--- src/design/flpoll_pkg.sv ---
// constants for the flash status poll controller
package flpoll_pkg;
  // ----------------------------------------
  // timing
  // ----------------------------------------
  localparam int T_CYC_NS = 10;
  localparam int T_RD_NS  = 70;
  localparam int T_GAP_NS = 30;
  localparam int T_WE_NS  = 40;
  localparam int RD_CYC   = (T_RD_NS + T_CYC_NS - 1) / T_CYC_NS;
  localparam int GAP_CYC  = (T_GAP_NS + T_CYC_NS - 1) / T_CYC_NS;
  localparam int WE_CYC   = (T_WE_NS + T_CYC_NS - 1) / T_CYC_NS;
  // ----------------------------------------
  // status bit positions and command
  // ----------------------------------------
  localparam int BIT_POLL = 7;
  localparam int BIT_ALT  = 6;
  localparam int BIT_FAIL = 5;
  localparam int BIT_SECT = 2;
  localparam logic [7:0] CMD_RESET = 8'hF0;
  localparam logic [7:0] DQ_RST    = 8'h00;
  // ----------------------------------------
  // states
  // ----------------------------------------
  typedef enum logic [2:0] {
    S_IDLE = 3'b000,
    S_RD   = 3'b001,
    S_GAP  = 3'b010,
    S_WR   = 3'b011,
    S_WGAP = 3'b100,
    S_HOLD = 3'b101
  } flpoll_st_e;
  typedef enum logic [2:0] {
    PH_A = 3'b000,
    PH_B = 3'b001,
    PH_C = 3'b010,
    PH_D = 3'b011,
    PH_E = 3'b100
  } flpoll_ph_e;
endpackage

--- src/design/flpoll_ctrl.sv ---
// host side controller that polls flash write status
`timescale 1ns/1ns
`default_nettype none
// Overview of operation
// - poll reads use the program address
// - erase poll reads inside a chosen sector
// - only the read after bit 7 true is data
// - toggle poll starts with two reads compared
// - toggling with fail bit: recheck, then reset
// - resumed polling restarts at the double read
// - reset command is data F0 anywhere
module flpoll_ctrl #(
  parameter int AW = 19
) (
  input  wire logic          mclk,
  input  wire logic          reset,
  input  wire logic          start,
  input  wire logic          use_data_poll,
  input  wire logic [AW-1:0] poll_addr,
  input  wire logic          expect_d7,
  input  wire logic          pause,
  output logic               busy,
  output logic               done,
  output logic               failed,
  output logic [7:0]         rd_data,
  output logic [AW-1:0]      fl_addr,
  output logic               fl_ce_n,
  output logic               fl_oe_n,
  output logic               fl_we_n,
  input  wire logic [7:0]    fl_dq_in,
  output logic [7:0]         fl_dq_out,
  output logic               fl_dq_oe_n
);
  import flpoll_pkg::*;

  // ----------------------------------------
  // state
  // ----------------------------------------
  typedef struct packed {
    flpoll_st_e     st;
    flpoll_ph_e     ph;
    logic [2:0]     cnt;
    logic [2:0]     rds;
    logic           dp;
    logic           exp7;
    logic           fin;
    logic           wr;
    logic           fail;
    logic [7:0]     first;
    logic           done;
    logic           failed;
    logic [7:0]     data;
    logic [AW-1:0]  addr;
    logic           ce_n;
    logic           oe_n;
    logic           we_n;
    logic [7:0]     dq;
    logic           dq_oe_n;
  } flpoll_s;

  flpoll_s q;
  flpoll_s d;

  function automatic logic [2:0] cyc3(input int n);
    cyc3 = n[2:0] - 3'd1;
  endfunction

  // ----------------------------------------
  // next state
  // ----------------------------------------
  always_comb
  begin
    d = q;
    d.done = 1'b0;
    d.failed = 1'b0;
    unique case (q.st)
      S_IDLE:
      begin
        if (start)
        begin
          d.addr = poll_addr;
          d.dp = use_data_poll;
          d.exp7 = expect_d7;
          d.ph = PH_A;
          d.rds = 3'd0;
          d.fin = 1'b0;
          d.wr = 1'b0;
          d.fail = 1'b0;
          d.st = S_RD;
          d.ce_n = 1'b0;
          d.oe_n = 1'b0;
          d.cnt = cyc3(RD_CYC);
        end
      end
      S_RD:
      begin
        if (q.cnt != 3'd0)
          d.cnt = q.cnt - 3'd1;
        else
        begin
          d.ce_n = 1'b1;
          d.oe_n = 1'b1;
          d.st = S_GAP;
          d.cnt = cyc3(GAP_CYC);
          if (q.rds != 3'd7)
            d.rds = q.rds + 3'd1;
          if (q.ph == PH_E)
          begin
            d.fin = 1'b1;
            d.data = fl_dq_in;
          end
          else if (q.dp)
          begin
            if (fl_dq_in[BIT_POLL] == q.exp7)
              d.ph = PH_E;
            else if (q.ph == PH_C)
              d.wr = 1'b1;
            else if (fl_dq_in[BIT_FAIL])
              d.ph = PH_C;
          end
          else
          begin
            unique case (q.ph)
              PH_A, PH_C:
              begin
                d.first = fl_dq_in;
                d.ph = (q.ph == PH_A) ? PH_B : PH_D;
              end
              PH_B:
              begin
                if (fl_dq_in[BIT_ALT] == q.first[BIT_ALT])
                  d.ph = PH_E;
                else if (fl_dq_in[BIT_FAIL])
                  d.ph = PH_C;
                else
                  d.ph = PH_A;
              end
              default:
              begin
                if (fl_dq_in[BIT_ALT] == q.first[BIT_ALT])
                  d.ph = PH_E;
                else
                  d.wr = 1'b1;
              end
            endcase
          end
        end
      end
      S_GAP:
      begin
        if (q.cnt != 3'd0)
          d.cnt = q.cnt - 3'd1;
        else if (q.fin)
        begin
          d.st = S_IDLE;
          d.done = 1'b1;
        end
        else if (q.wr)
        begin
          d.st = S_WR;
          d.ce_n = 1'b0;
          d.we_n = 1'b0;
          d.dq = CMD_RESET;
          d.dq_oe_n = 1'b0;
          d.cnt = cyc3(WE_CYC);
        end
        else if (pause && q.ph != PH_E)
          d.st = S_HOLD;
        else
        begin
          d.st = S_RD;
          d.ce_n = 1'b0;
          d.oe_n = 1'b0;
          d.cnt = cyc3(RD_CYC);
        end
      end
      S_HOLD:
      begin
        if (!pause)
        begin
          d.ph = PH_A;
          d.st = S_RD;
          d.ce_n = 1'b0;
          d.oe_n = 1'b0;
          d.cnt = cyc3(RD_CYC);
        end
      end
      S_WR:
      begin
        if (q.cnt != 3'd0)
          d.cnt = q.cnt - 3'd1;
        else
        begin
          d.ce_n = 1'b1;
          d.we_n = 1'b1;
          d.dq_oe_n = 1'b1;
          d.st = S_WGAP;
          d.cnt = cyc3(GAP_CYC);
        end
      end
      default:
      begin
        if (q.cnt != 3'd0)
          d.cnt = q.cnt - 3'd1;
        else
        begin
          d.st = S_IDLE;
          d.done = 1'b1;
          d.failed = 1'b1;
        end
      end
    endcase
  end

  always_ff @(posedge mclk or posedge reset)
  begin
    if (reset)
    begin
      q <= '0;
      q.st <= S_IDLE;
      q.ph <= PH_A;
      q.ce_n <= 1'b1;
      q.oe_n <= 1'b1;
      q.we_n <= 1'b1;
      q.dq <= DQ_RST;
      q.dq_oe_n <= 1'b1;
    end
    else
      q <= d;
  end

  // ----------------------------------------
  // outputs
  // ----------------------------------------
  assign busy       = (q.st != S_IDLE);
  assign done       = q.done;
  assign failed     = q.failed;
  assign rd_data    = q.data;
  assign fl_addr    = q.addr;
  assign fl_ce_n    = q.ce_n;
  assign fl_oe_n    = q.oe_n;
  assign fl_we_n    = q.we_n;
  assign fl_dq_out  = q.dq;
  assign fl_dq_oe_n = q.dq_oe_n;

  // ----------------------------------------
  // checks
  // ----------------------------------------
  property p_start_addr;
    @(posedge mclk) disable iff (reset) $rose(busy) |-> fl_addr == $past(poll_addr);
  endproperty
  a_start_addr: assert property (p_start_addr) else $error("poll address not taken");
  property p_addr_hold;
    @(posedge mclk) disable iff (reset) busy && $past(busy) |-> $stable(fl_addr);
  endproperty
  a_addr_hold: assert property (p_addr_hold) else $error("poll address moved");
  property p_data_after;
    @(posedge mclk) disable iff (reset) done && !failed |-> $past(q.ph) == PH_E;
  endproperty
  a_data_after: assert property (p_data_after) else $error("data not from next read");
  property p_read_width;
    @(posedge mclk) disable iff (reset) $fell(fl_oe_n) |-> (!fl_oe_n && fl_dq_oe_n)[*7] ##1 fl_oe_n;
  endproperty
  a_read_width: assert property (p_read_width) else $error("bad read strobe");
  property p_two_reads;
    @(posedge mclk) disable iff (reset) done && !q.dp |-> q.rds >= 3'd3;
  endproperty
  a_two_reads: assert property (p_two_reads) else $error("toggle done too early");
  property p_reset_after_recheck;
    @(posedge mclk) disable iff (reset)
      $fell(fl_we_n) |-> $past(q.ph) == PH_D || ($past(q.dp) && $past(q.ph) == PH_C);
  endproperty
  a_reset_after_recheck: assert property (p_reset_after_recheck) else $error("no recheck");
  property p_restart;
    @(posedge mclk) disable iff (reset) q.st == S_HOLD && !pause |=> q.st == S_RD && q.ph == PH_A;
  endproperty
  a_restart: assert property (p_restart) else $error("resume not at first read");
  property p_reset_cmd;
    @(posedge mclk) disable iff (reset)
      $fell(fl_we_n) |-> (fl_dq_out == CMD_RESET && !fl_dq_oe_n)[*4] ##1 fl_we_n ##3 failed;
  endproperty
  a_reset_cmd: assert property (p_reset_cmd) else $error("reset command wrong");
endmodule // flpoll_ctrl
`default_nettype wire

--- config.mk ---
export PLATFORM = sky130hd
export DESIGN_NAME = flpoll_ctrl
export DESIGN_NICKNAME = d
export VERILOG_FILES = /design/src/design/flpoll_pkg.sv /design/src/design/flpoll_ctrl.sv
export SDC_FILE = /design/constraint.sdc
export NUM_CORES = 1
export LEC_CHECK = 0
export BUFFER_PORTS_ARGS = -buffer_cell sky130_fd_sc_hd__buf_2
export CAP_MARGIN = 20
export CORE_UTILIZATION = 35
export CTS_BUF_LIST = sky130_fd_sc_hd__clkbuf_8 sky130_fd_sc_hd__clkbuf_16
export CTS_CLUSTER_DIAMETER = 120
export DETAILED_ROUTE_END_ITERATION = 8
export SETUP_SLACK_MARGIN = 0.1
export SLEW_MARGIN = 20
export SYNTH_ARGS = -nofsm -noshare
export SYNTH_HDL_FRONTEND = slang
export SYNTH_SLANG_ARGS = --single-unit
--- constraint.sdc ---
create_clock -name mclk -period 1.67 [get_ports mclk]
set_clock_uncertainty 0.05 [all_clocks]
set_input_delay 0.334 -clock mclk [delete_from_list [all_inputs] [get_ports mclk]]
set_output_delay 0.334 -clock mclk [all_outputs]
set_load 0.05 [all_outputs]
==> results.json, run 1 <==
{
  "status": "finished, violations left",
  "failed_checks": "setup timing",
  "setup_viol": 11,
  "routed_wl_um": 6010,
  "worst_setup_path_end_kind": "flip-flop",
  "drt.antenna.violating_nets": 0,
  "dr.pass1.iters": 4,
  "gr-usage-all-layers_pct": 15.9,
  "dieHeight_um": 88.6,
  "diodes": 0,
  "largest_reg_flops": 19,
  "insertion_delay_ps": 300,
  "min_period_ps": 1730,
  "syn_area_sq_mm": 0.00263,
  "viasPerCell": 4.73,
  "ios": 75,
  "cts_buffer_depth": 2,
  "first_iter_violations": 47,
  "numPortBuffers": 70,
  "finalHoldViolations": 0,
  "seq_area_sq_mm": 0.00118,
  "dp.cells": 415,
  "synth-async-reset-ratio_pct": 100,
  "htreeDepth": 2,
  "gp_congestion": 0.899,
  "worstHoldPathCells": 2,
  "grt_pass1_vias": 1989,
  "leakagePower_uw": 0.00174,
  "whs_ps": 188,
  "wl_per_cell_um": 13.8,
  "ir_drop_uv": 1060,
  "stdcell_count": 437,
  "hold_path_end": "fl_addr[15]$_DFFE_PP0P_",
  "grt_overflow": 0,
  "drive_gt1_share_pct": 57.1,
  "r2r-start": "q[58]$_DFFE_PP0P_",
  "hold_class": "in -> reg",
  "yosysWarnings": 0,
  "cp-start-kind": "flip-flop",
  "fillerInstances": 693,
  "rsz0062_at_grt": "yes",
  "synthXorXnorAreaFrac_pct": 0.667,
  "synth_fa_ha_area_share_pct": 0.953,
  "power.total_uw": 7480,
  "power_density_mw_per_mm2": 2090,
  "core_sq_mm": 0.00725,
  "path_class": "reg -> reg",
  "synth_cells": 244,
  "synth_cell_types": 55,
  "nets": 372,
  "cp.required_ps": 1810,
  "max_freq_mhz": 579,
  "reg2regPathDepth": 7,
  "comb_power_share_pct": 64.2,
  "drv_slew": 0,
  "synth-seq-area-share_pct": 44.9,
  "p_seq_share_pct": 26.1,
  "worst_slack_ps": -58.3,
  "dieArea_sq_mm": 0.00785,
  "avgSynthCellArea_sq_um": 10.8,
  "die_x_um": 88.6,
  "grt_max_degree": 23,
  "p_sw_uw": 3540,
  "numCtsBuffers": 5,
  "min_from": "poll_addr[15]",
  "tns_ps": -526,
  "num_rows": 31,
  "drc": 0,
  "multi_input_area_sq_mm": 0.00125,
  "finalCritPeriodShare_pct": 103,
  "hpwlAfterDp_um": 4300,
  "maxCapViolations": 0,
  "antenna_found_initial": 0,
  "clkSinkCount": 47,
  "synth_flop_cell": "dfrtp_1",
  "p_clk_share_pct": 9.7,
  "crit_path_max_fanout": 8,
  "rr_endpoint": "rd_data[0]$_DFFE_PP0P_",
  "cp.arrival_ps": 1870,
  "pre_cts_ws_ps": -113,
  "clk_pin_slew_ps": 90,
  "cts_tree": "yes",
  "synth_edf_count": 0,
  "layout_commonest_cell": "buf_2",
  "synth_top_family_by_area": "buffers and inverters",
  "r2r_setup_slack_ps": -60,
  "initial_core_util_pct": 36.2,
  "synth_compound_area_share_pct": 11.2,
  "grt_pass1_wl_um": 9380,
  "clock-root-buffer": "clkbuf_8",
  "swShare_pct": 47.4,
  "internal-power_uw": 3940,
  "vias": 2065,
  "mostFrequentLayoutCells": "69 x buf_2, 49 x buf_4, 42 x dfrtp_1",
  "area_growth_pct": 36.3,
  "muxShareOfSynthArea_pct": 13.7,
  "ys_seq_elements": 47,
  "synthSimpleGateAreaFrac_pct": 13.8
}
[power by group through the flow]
stage / sequential [uW] / clock, uW / combinational, uW
2_1_floorplan: 2000 / 0 / 3380
3_3_place_gp: 1930 / 0 / 4150
3_5_place_dp: 1950 / 0 / 4180
4_1_cts: 1940 / 755 / 4550
5_1_grt: 2020 / 800 / 5100
6_report: 1950 / 725 / 4800
[worst max-delay path: stages, from the launching register on]
cell and delay, ps:
dfrtp_1 400, inv_2 90, ha_4 140, nor3b_4 240
nand3_2 150, nor2_4 120, buf_12 140, mux2_4 300
[worst max path at each step]
stage / startpoint / to / slack [ps] / depth (start not counted)
floorplan: q[57]$_DFFE_PP0P_ / rd_data[0]$_DFFE_PP0P_ / -3 / 6
global placement: q[58]$_DFFE_PP0P_ / rd_data[3]$_DFFE_PP0P_ / -70 / 6
detailed placement: q[58]$_DFFE_PP0P_ / rd_data[2]$_DFFE_PP0P_ / -110 / 6
CTS: q[58]$_DFFE_PP0P_ / rd_data[2]$_DFFE_PP0P_ / -50 / 7
global route: q[58]$_DFFE_PP0P_ / q[62]$_DFFE_PP0P_ / -120 / 8
finish: q[58]$_DFFE_PP0P_ / rd_data[0]$_DFFE_PP0P_ / -60 / 7
[metal layers]
metal  vias to the layer above  GRT usage, %  wire length [um]
met1                       989          19.8              2730
met2                        64          26.8              2840
met5                         -             0                 0
met3                        11          3.36               311
met4                         0          6.89               125
li1                       1001             -                 -
[what timing repair did]
item                                    CTS  global route
gates resized for setup                  31            19
setup buffers                            10             1
hold endpoints to repair                 11             0
hold buffers                              1             0
endpoints found under the setup margin   30            43
pin swaps                                11             5
gates cloned                              0             2
[synthesized netlist by cell type (3+ instances only)]
master | instances | area [sq um]
nor3_1 | 5 | 25.0
dfstp_2 | 3 | 78.8
nor2_1 | 12 | 45.0
buf_2 | 3 | 15.0
a21oi_1 | 10 | 50.1
inv_1 | 8 | 30.0
dfrtp_1 | 44 | 1100
mux2_1 | 30 | 338
o31ai_1 | 4 | 30.0
nand2b_1 | 4 | 25.0
nand2_1 | 17 | 63.8
buf_4 | 40 | 300
o21ai_0 | 10 | 50.1
nor2b_1 | 4 | 25.0
[layout make-up]
type / count / area share [%]
Timing Repair Buffer: 130 / 24.9
Tap cell: 99 / 3.46
Sequential cell: 47 / 33.1
Inverter: 9 / 0.944
Clock inverter: 2 / 0.350
Multi-Input combinational cell: 144 / 35.0
Clock buffer: 6 / 2.31
[kinds of logic (layout without fill, tap and decap cells)]
family	count (synthesis)	count (layout)
AND/OR/NAND/NOR	60	60
XOR/XNOR	2	2
AO/OA/AOI/OAI	44	44
multiplexers	32	32
adder cells (fa/ha/maj)	2	2
other	1	4
buffers and inverters	56	147
flip-flops	47	47
[through the flow]
step,area (sq um),utilization [%]
floorplan,2670,-
global placement,3170,43.6
detailed placement,3170,43.6
CTS,3470,47.8
global route,3580,49.3
finish,3580,49.3
(Power assumes the default switching activity.)
==> run 2, diff against run 1 <==
RECOVER_POWER = 25   (was not set)
==> results.json, run 2 (synthesis gave the netlist of run 1 again) <==
{
  "first_iter_violations": 48,
  "largest_reg_flops": 19,
  "drv_slew": 0,
  "vias": 2063,
  "cp-start-kind": "flip-flop",
  "drive_gt1_share_pct": 56.5,
  "grt_pass1_vias": 1989,
  "dp.cells": 415,
  "whs_ps": 189,
  "pre_cts_ws_ps": -113,
  "nets": 372,
  "num_rows": 31,
  "worst_setup_path_end_kind": "flip-flop",
  "die_x_um": 88.6,
  "drc": 0,
  "grt_max_degree": 23,
  "setup_viol": 11,
  "dr.pass1.iters": 4,
  "worst_slack_ps": -57.4,
  "wl_per_cell_um": 13.8,
  "cp.required_ps": 1810,
  "viasPerCell": 4.72,
  "maxCapViolations": 0,
  "core_sq_mm": 0.00725,
  "cp.arrival_ps": 1870,
  "mostFrequentLayoutCells": "70 x buf_2, 48 x buf_4, 42 x dfrtp_1",
  "hpwlAfterDp_um": 4300,
  "grt_pass1_wl_um": 9380,
  "dieArea_sq_mm": 0.00785,
  "min_period_ps": 1730,
  "initial_core_util_pct": 36.2,
  "gr-usage-all-layers_pct": 15.9,
  "layout_commonest_cell": "buf_2",
  "grt-busiest-layer": "met2",
  "path_class": "reg -> reg",
  "slew_headroom_pct": 60.4,
  "drt.antenna.violating_nets": 0,
  "finalCritPeriodShare_pct": 103,
  "r2r-start": "q[58]$_DFFE_PP0P_",
  "ir_drop_uv": 1060,
  "routed_wl_um": 6020,
  "cts_tree": "yes",
  "grt_use_met2_pct": 26.8,
  "tightest_slew_ps": 594,
  "cp-startpoint": "q[58]$_DFFE_PP0P_",
  "area_growth_pct": 35.6,
  "status": "finished, violations left",
  "use_met3_pct": 3.36,
  "failed_checks": "setup timing",
  "dieHeight_um": 88.6,
  "crit_path_max_fanout": 8,
  "clock-root-buffer": "clkbuf_8",
  "clkSinkCount": 47,
  "rr_endpoint": "rd_data[0]$_DFFE_PP0P_",
  "grt_overflow": 0,
  "reg2regPathDepth": 7,
  "hold_path_end": "fl_addr[15]$_DFFE_PP0P_",
  "gp_congestion": 0.899,
  "cts_buffer_depth": 2,
  "power_density_mw_per_mm2": 2100,
  "htreeDepth": 2,
  "hold_class": "in -> reg",
  "max_freq_mhz": 579,
  "numCtsBuffers": 5,
  "min_from": "poll_addr[15]",
  "ios": 75,
  "r2r_setup_slack_ps": -60,
  "stdcell_count": 437,
  "worstHoldPathCells": 2,
  "leakagePower_uw": 0.00173,
  "clk_pin_slew_ps": 90,
  "antenna_found_initial": 0,
  "numPortBuffers": 70,
  "finalHoldViolations": 0,
  "met1_usage_pct": 19.8,
  "rsz0062_at_grt": "yes",
  "utilization_pct": 49.1,
  "insertion_delay_ps": 300,
  "diodes": 0
}
run 2: changes by cell type in the layout (fill, tap and decap cells not counted):
cell and delta:
clkbuf_1 +1, inv_2 -1, inv_1 +1, buf_12 -1, buf_2 +1, buf_4 -1
run 2: routing by layer:
metal  wire [um]  vias up
li1            -     1001
met1        2750      989
met2        2840       62
met3         306       11
met4         125        0
met5           0        -
run 2: worst max-delay path by stage:
stage / slack (ps) / end / depth (start not counted)
6_report: -60 / rd_data[0]$_DFFE_PP0P_ / 7
5_1_grt: -120 / q[62]$_DFFE_PP0P_ / 8
4_1_cts: -50 / rd_data[2]$_DFFE_PP0P_ / 7
3_5_place_dp: -110 / rd_data[2]$_DFFE_PP0P_ / 6
3_3_place_gp: -70 / rd_data[3]$_DFFE_PP0P_ / 6
2_1_floorplan: -3 / rd_data[0]$_DFFE_PP0P_ / 6
run 2: worst max-delay path: stages, from the launching register on:
cell	delay, ps
dfrtp_1	400
inv_2	90
ha_4	140
nor3b_4	240
nand3_2	150
nor2_4	120
buf_12	140
mux2_4	300
run 2: report_power, final:
group | internal, uW | switching [uW]
Combinational | 1960 | 2840
Clock | 336 | 388
Sequential | 1630 | 318
run 2: per-stage QoR:
step	power, uW	cell area [sq um]	setup TNS [ps]
floorplan	5380	2670	-21.0
global placement	6080	3170	-659
detailed placement	6130	3170	-928
CTS	7240	3470	-411
global route	7910	3560	-2280
finish	7480	3560	-518
run 2: repair_timing:
item                                    in CTS  in global routing
pin swaps                                   11                  5
endpoints found under the setup margin      30                 43
endpoints found under the hold margin       11                  0
buffers inserted                            10                  1
cloned                                       0                  2
gates resized for setup                     31                 19
hold buffers                                 1                  0
run 2: layout make-up:
type                            instances  area [sq um]
Fill cell                             694          3690
Inverter                                9          33.8
Tap cell                               99           124
Clock buffer                            6          82.6
Sequential cell                        47          1180
Timing Repair Buffer                  130           872
Clock inverter                          2          12.5
Multi-Input combinational cell        144          1250
==> run 3, diff against run 2 <==
ABC_CLOCK_PERIOD_IN_PS = 1670   (was not set)
SKIP_LAST_GASP = 1   (was not set)
==> results.json, run 3 (synthesis gave the netlist of run 1 again) <==
{
  "numCtsBuffers": 5,
  "status": "finished, violations left",
  "ir_drop_uv": 1010,
  "numPortBuffers": 70,
  "cts_buffer_depth": 2,
  "drt.antenna.violating_nets": 0,
  "pre_cts_ws_ps": -113,
  "drc": 0,
  "tightest_slew_ps": 597,
  "min_period_ps": 1740,
  "max_freq_mhz": 575,
  "die_x_um": 88.6,
  "insertion_delay_ps": 300,
  "nets": 373,
  "hpwlAfterDp_um": 4300,
  "routed_wl_um": 6030,
  "path_class": "reg -> reg",
  "worst_setup_path_end_kind": "flip-flop",
  "antenna_found_initial": 0,
  "gr-usage-all-layers_pct": 15.9,
  "ios": 75,
  "dr.pass1.iters": 4,
  "dieArea_sq_mm": 0.00785,
  "hold_class": "in -> reg",
  "failed_checks": "setup timing",
  "finalCritPeriodShare_pct": 104,
  "cp-start-kind": "flip-flop",
  "maxCapViolations": 0,
  "tns_ps": -678,
  "core_sq_mm": 0.00725,
  "largest_reg_flops": 19,
  "finalHoldViolations": 0,
  "clk_pin_slew_ps": 90,
  "layout_commonest_cell": "buf_2",
  "clock-root-buffer": "clkbuf_8",
  "setup_viol": 11,
  "first_iter_violations": 49,
  "gp_congestion": 0.899,
  "mostFrequentLayoutCells": "70 x buf_2, 50 x buf_4, 42 x dfrtp_1",
  "htreeDepth": 2,
  "crit_path_max_fanout": 8,
  "cp.arrival_ps": 1880,
  "wl_per_cell_um": 13.8,
  "grt_max_degree": 23,
  "num_rows": 31,
  "dieHeight_um": 88.6,
  "leakagePower_uw": 0.00170,
  "grt_pass1_vias": 2017,
  "viasPerCell": 4.74,
  "grt_overflow": 0,
  "diodes": 0,
  "rsz0062_at_grt": "yes",
  "grt_pass1_wl_um": 9360,
  "slew_headroom_pct": 60.2,
  "clkSinkCount": 47,
  "worst_slack_ps": -70.1,
  "fillerInstances": 698,
  "power_density_mw_per_mm2": 2080,
  "vias": 2078,
  "drive_gt1_share_pct": 53.4,
  "initial_core_util_pct": 36.2,
  "cts_tree": "yes",
  "drv_slew": 0,
  "area_growth_pct": 33.9,
  "cp.required_ps": 1810,
  "power.total_uw": 7300
}
-- run 3: path summary, 6_finish.rpt --
kind,slack (ps),cells after the start,to,startpoint
worst max register to register,-70,7,rd_data[0]$_DFFE_PP0P_,q[58]$_DFFE_PP0P_
worst min-delay path,190,2,fl_addr[15]$_DFFE_PP0P_,poll_addr[15]
max in group asynchronous,160,4,rd_data[5]$_DFFE_PP0P_,reset
worst max-delay path,-70,7,rd_data[0]$_DFFE_PP0P_,q[58]$_DFFE_PP0P_
min in group asynchronous,580,3,q[50]$_DFFE_PP0P_,reset
worst min register to register,430,2,fl_oe_n$_DFFE_PP1P_,fl_oe_n$_DFFE_PP1P_
-- run 3: area by class of cell --
class                   count  area, sq um  share of cell area, %
well taps                  99          124                   3.52
clock buffers               6         82.6                   2.35
clock inverters             2         12.5                  0.356
repair buffers            131          872                   24.8
multi-input cells         144         1210                   34.4
inverters                   9         33.8                  0.961
flip-flops and latches     47         1180                   33.6
-- run 3: per-layer routing --
layer / track usage (%) / vias to the layer above / share of wire, %
li1: - / 996 / -
met1: 19.4 / 1010 / 45
met2: 27.0 / 61 / 48
met3: 3.36 / 11 / 5.0
met4: 7.04 / 0 / 2.2
met5: 0 / - / 0
-- run 3: critical path, stage by stage (launching register included) --
cell,delay [ps]
dfrtp_1,400
inv_2,90
ha_4,140
nor3b_4,240
nand3_2,150
nor2_4,130
buf_12,140
mux2_4,300
-- run 3: report_power, final --
group          switching [uW]  internal (uW)
sequential                311           1630
clock                     384            336
combinational            2820           1810
total                    3510           3780
-- run 3: what timing repair did --
item                                    4_1_cts  5_1_grt
pin swaps                                    10       10
endpoints found under the setup margin       30       42
cloned                                        0        2
gates resized for setup                      22       13
buffers inserted                             10        2
endpoints found under the hold margin        11        0
hold buffers                                  1        0
-- run 3: through the flow --
stage	util, %	instance area (sq um)	instances	hold WS [ps]
after global placement	43.6	3170	415	279
after floorplan	-	2670	247	409
after global routing	48.5	3510	438	177
after detailed placement	43.6	3170	415	281
after CTS	47.3	3430	434	175
final	48.5	3510	438	188
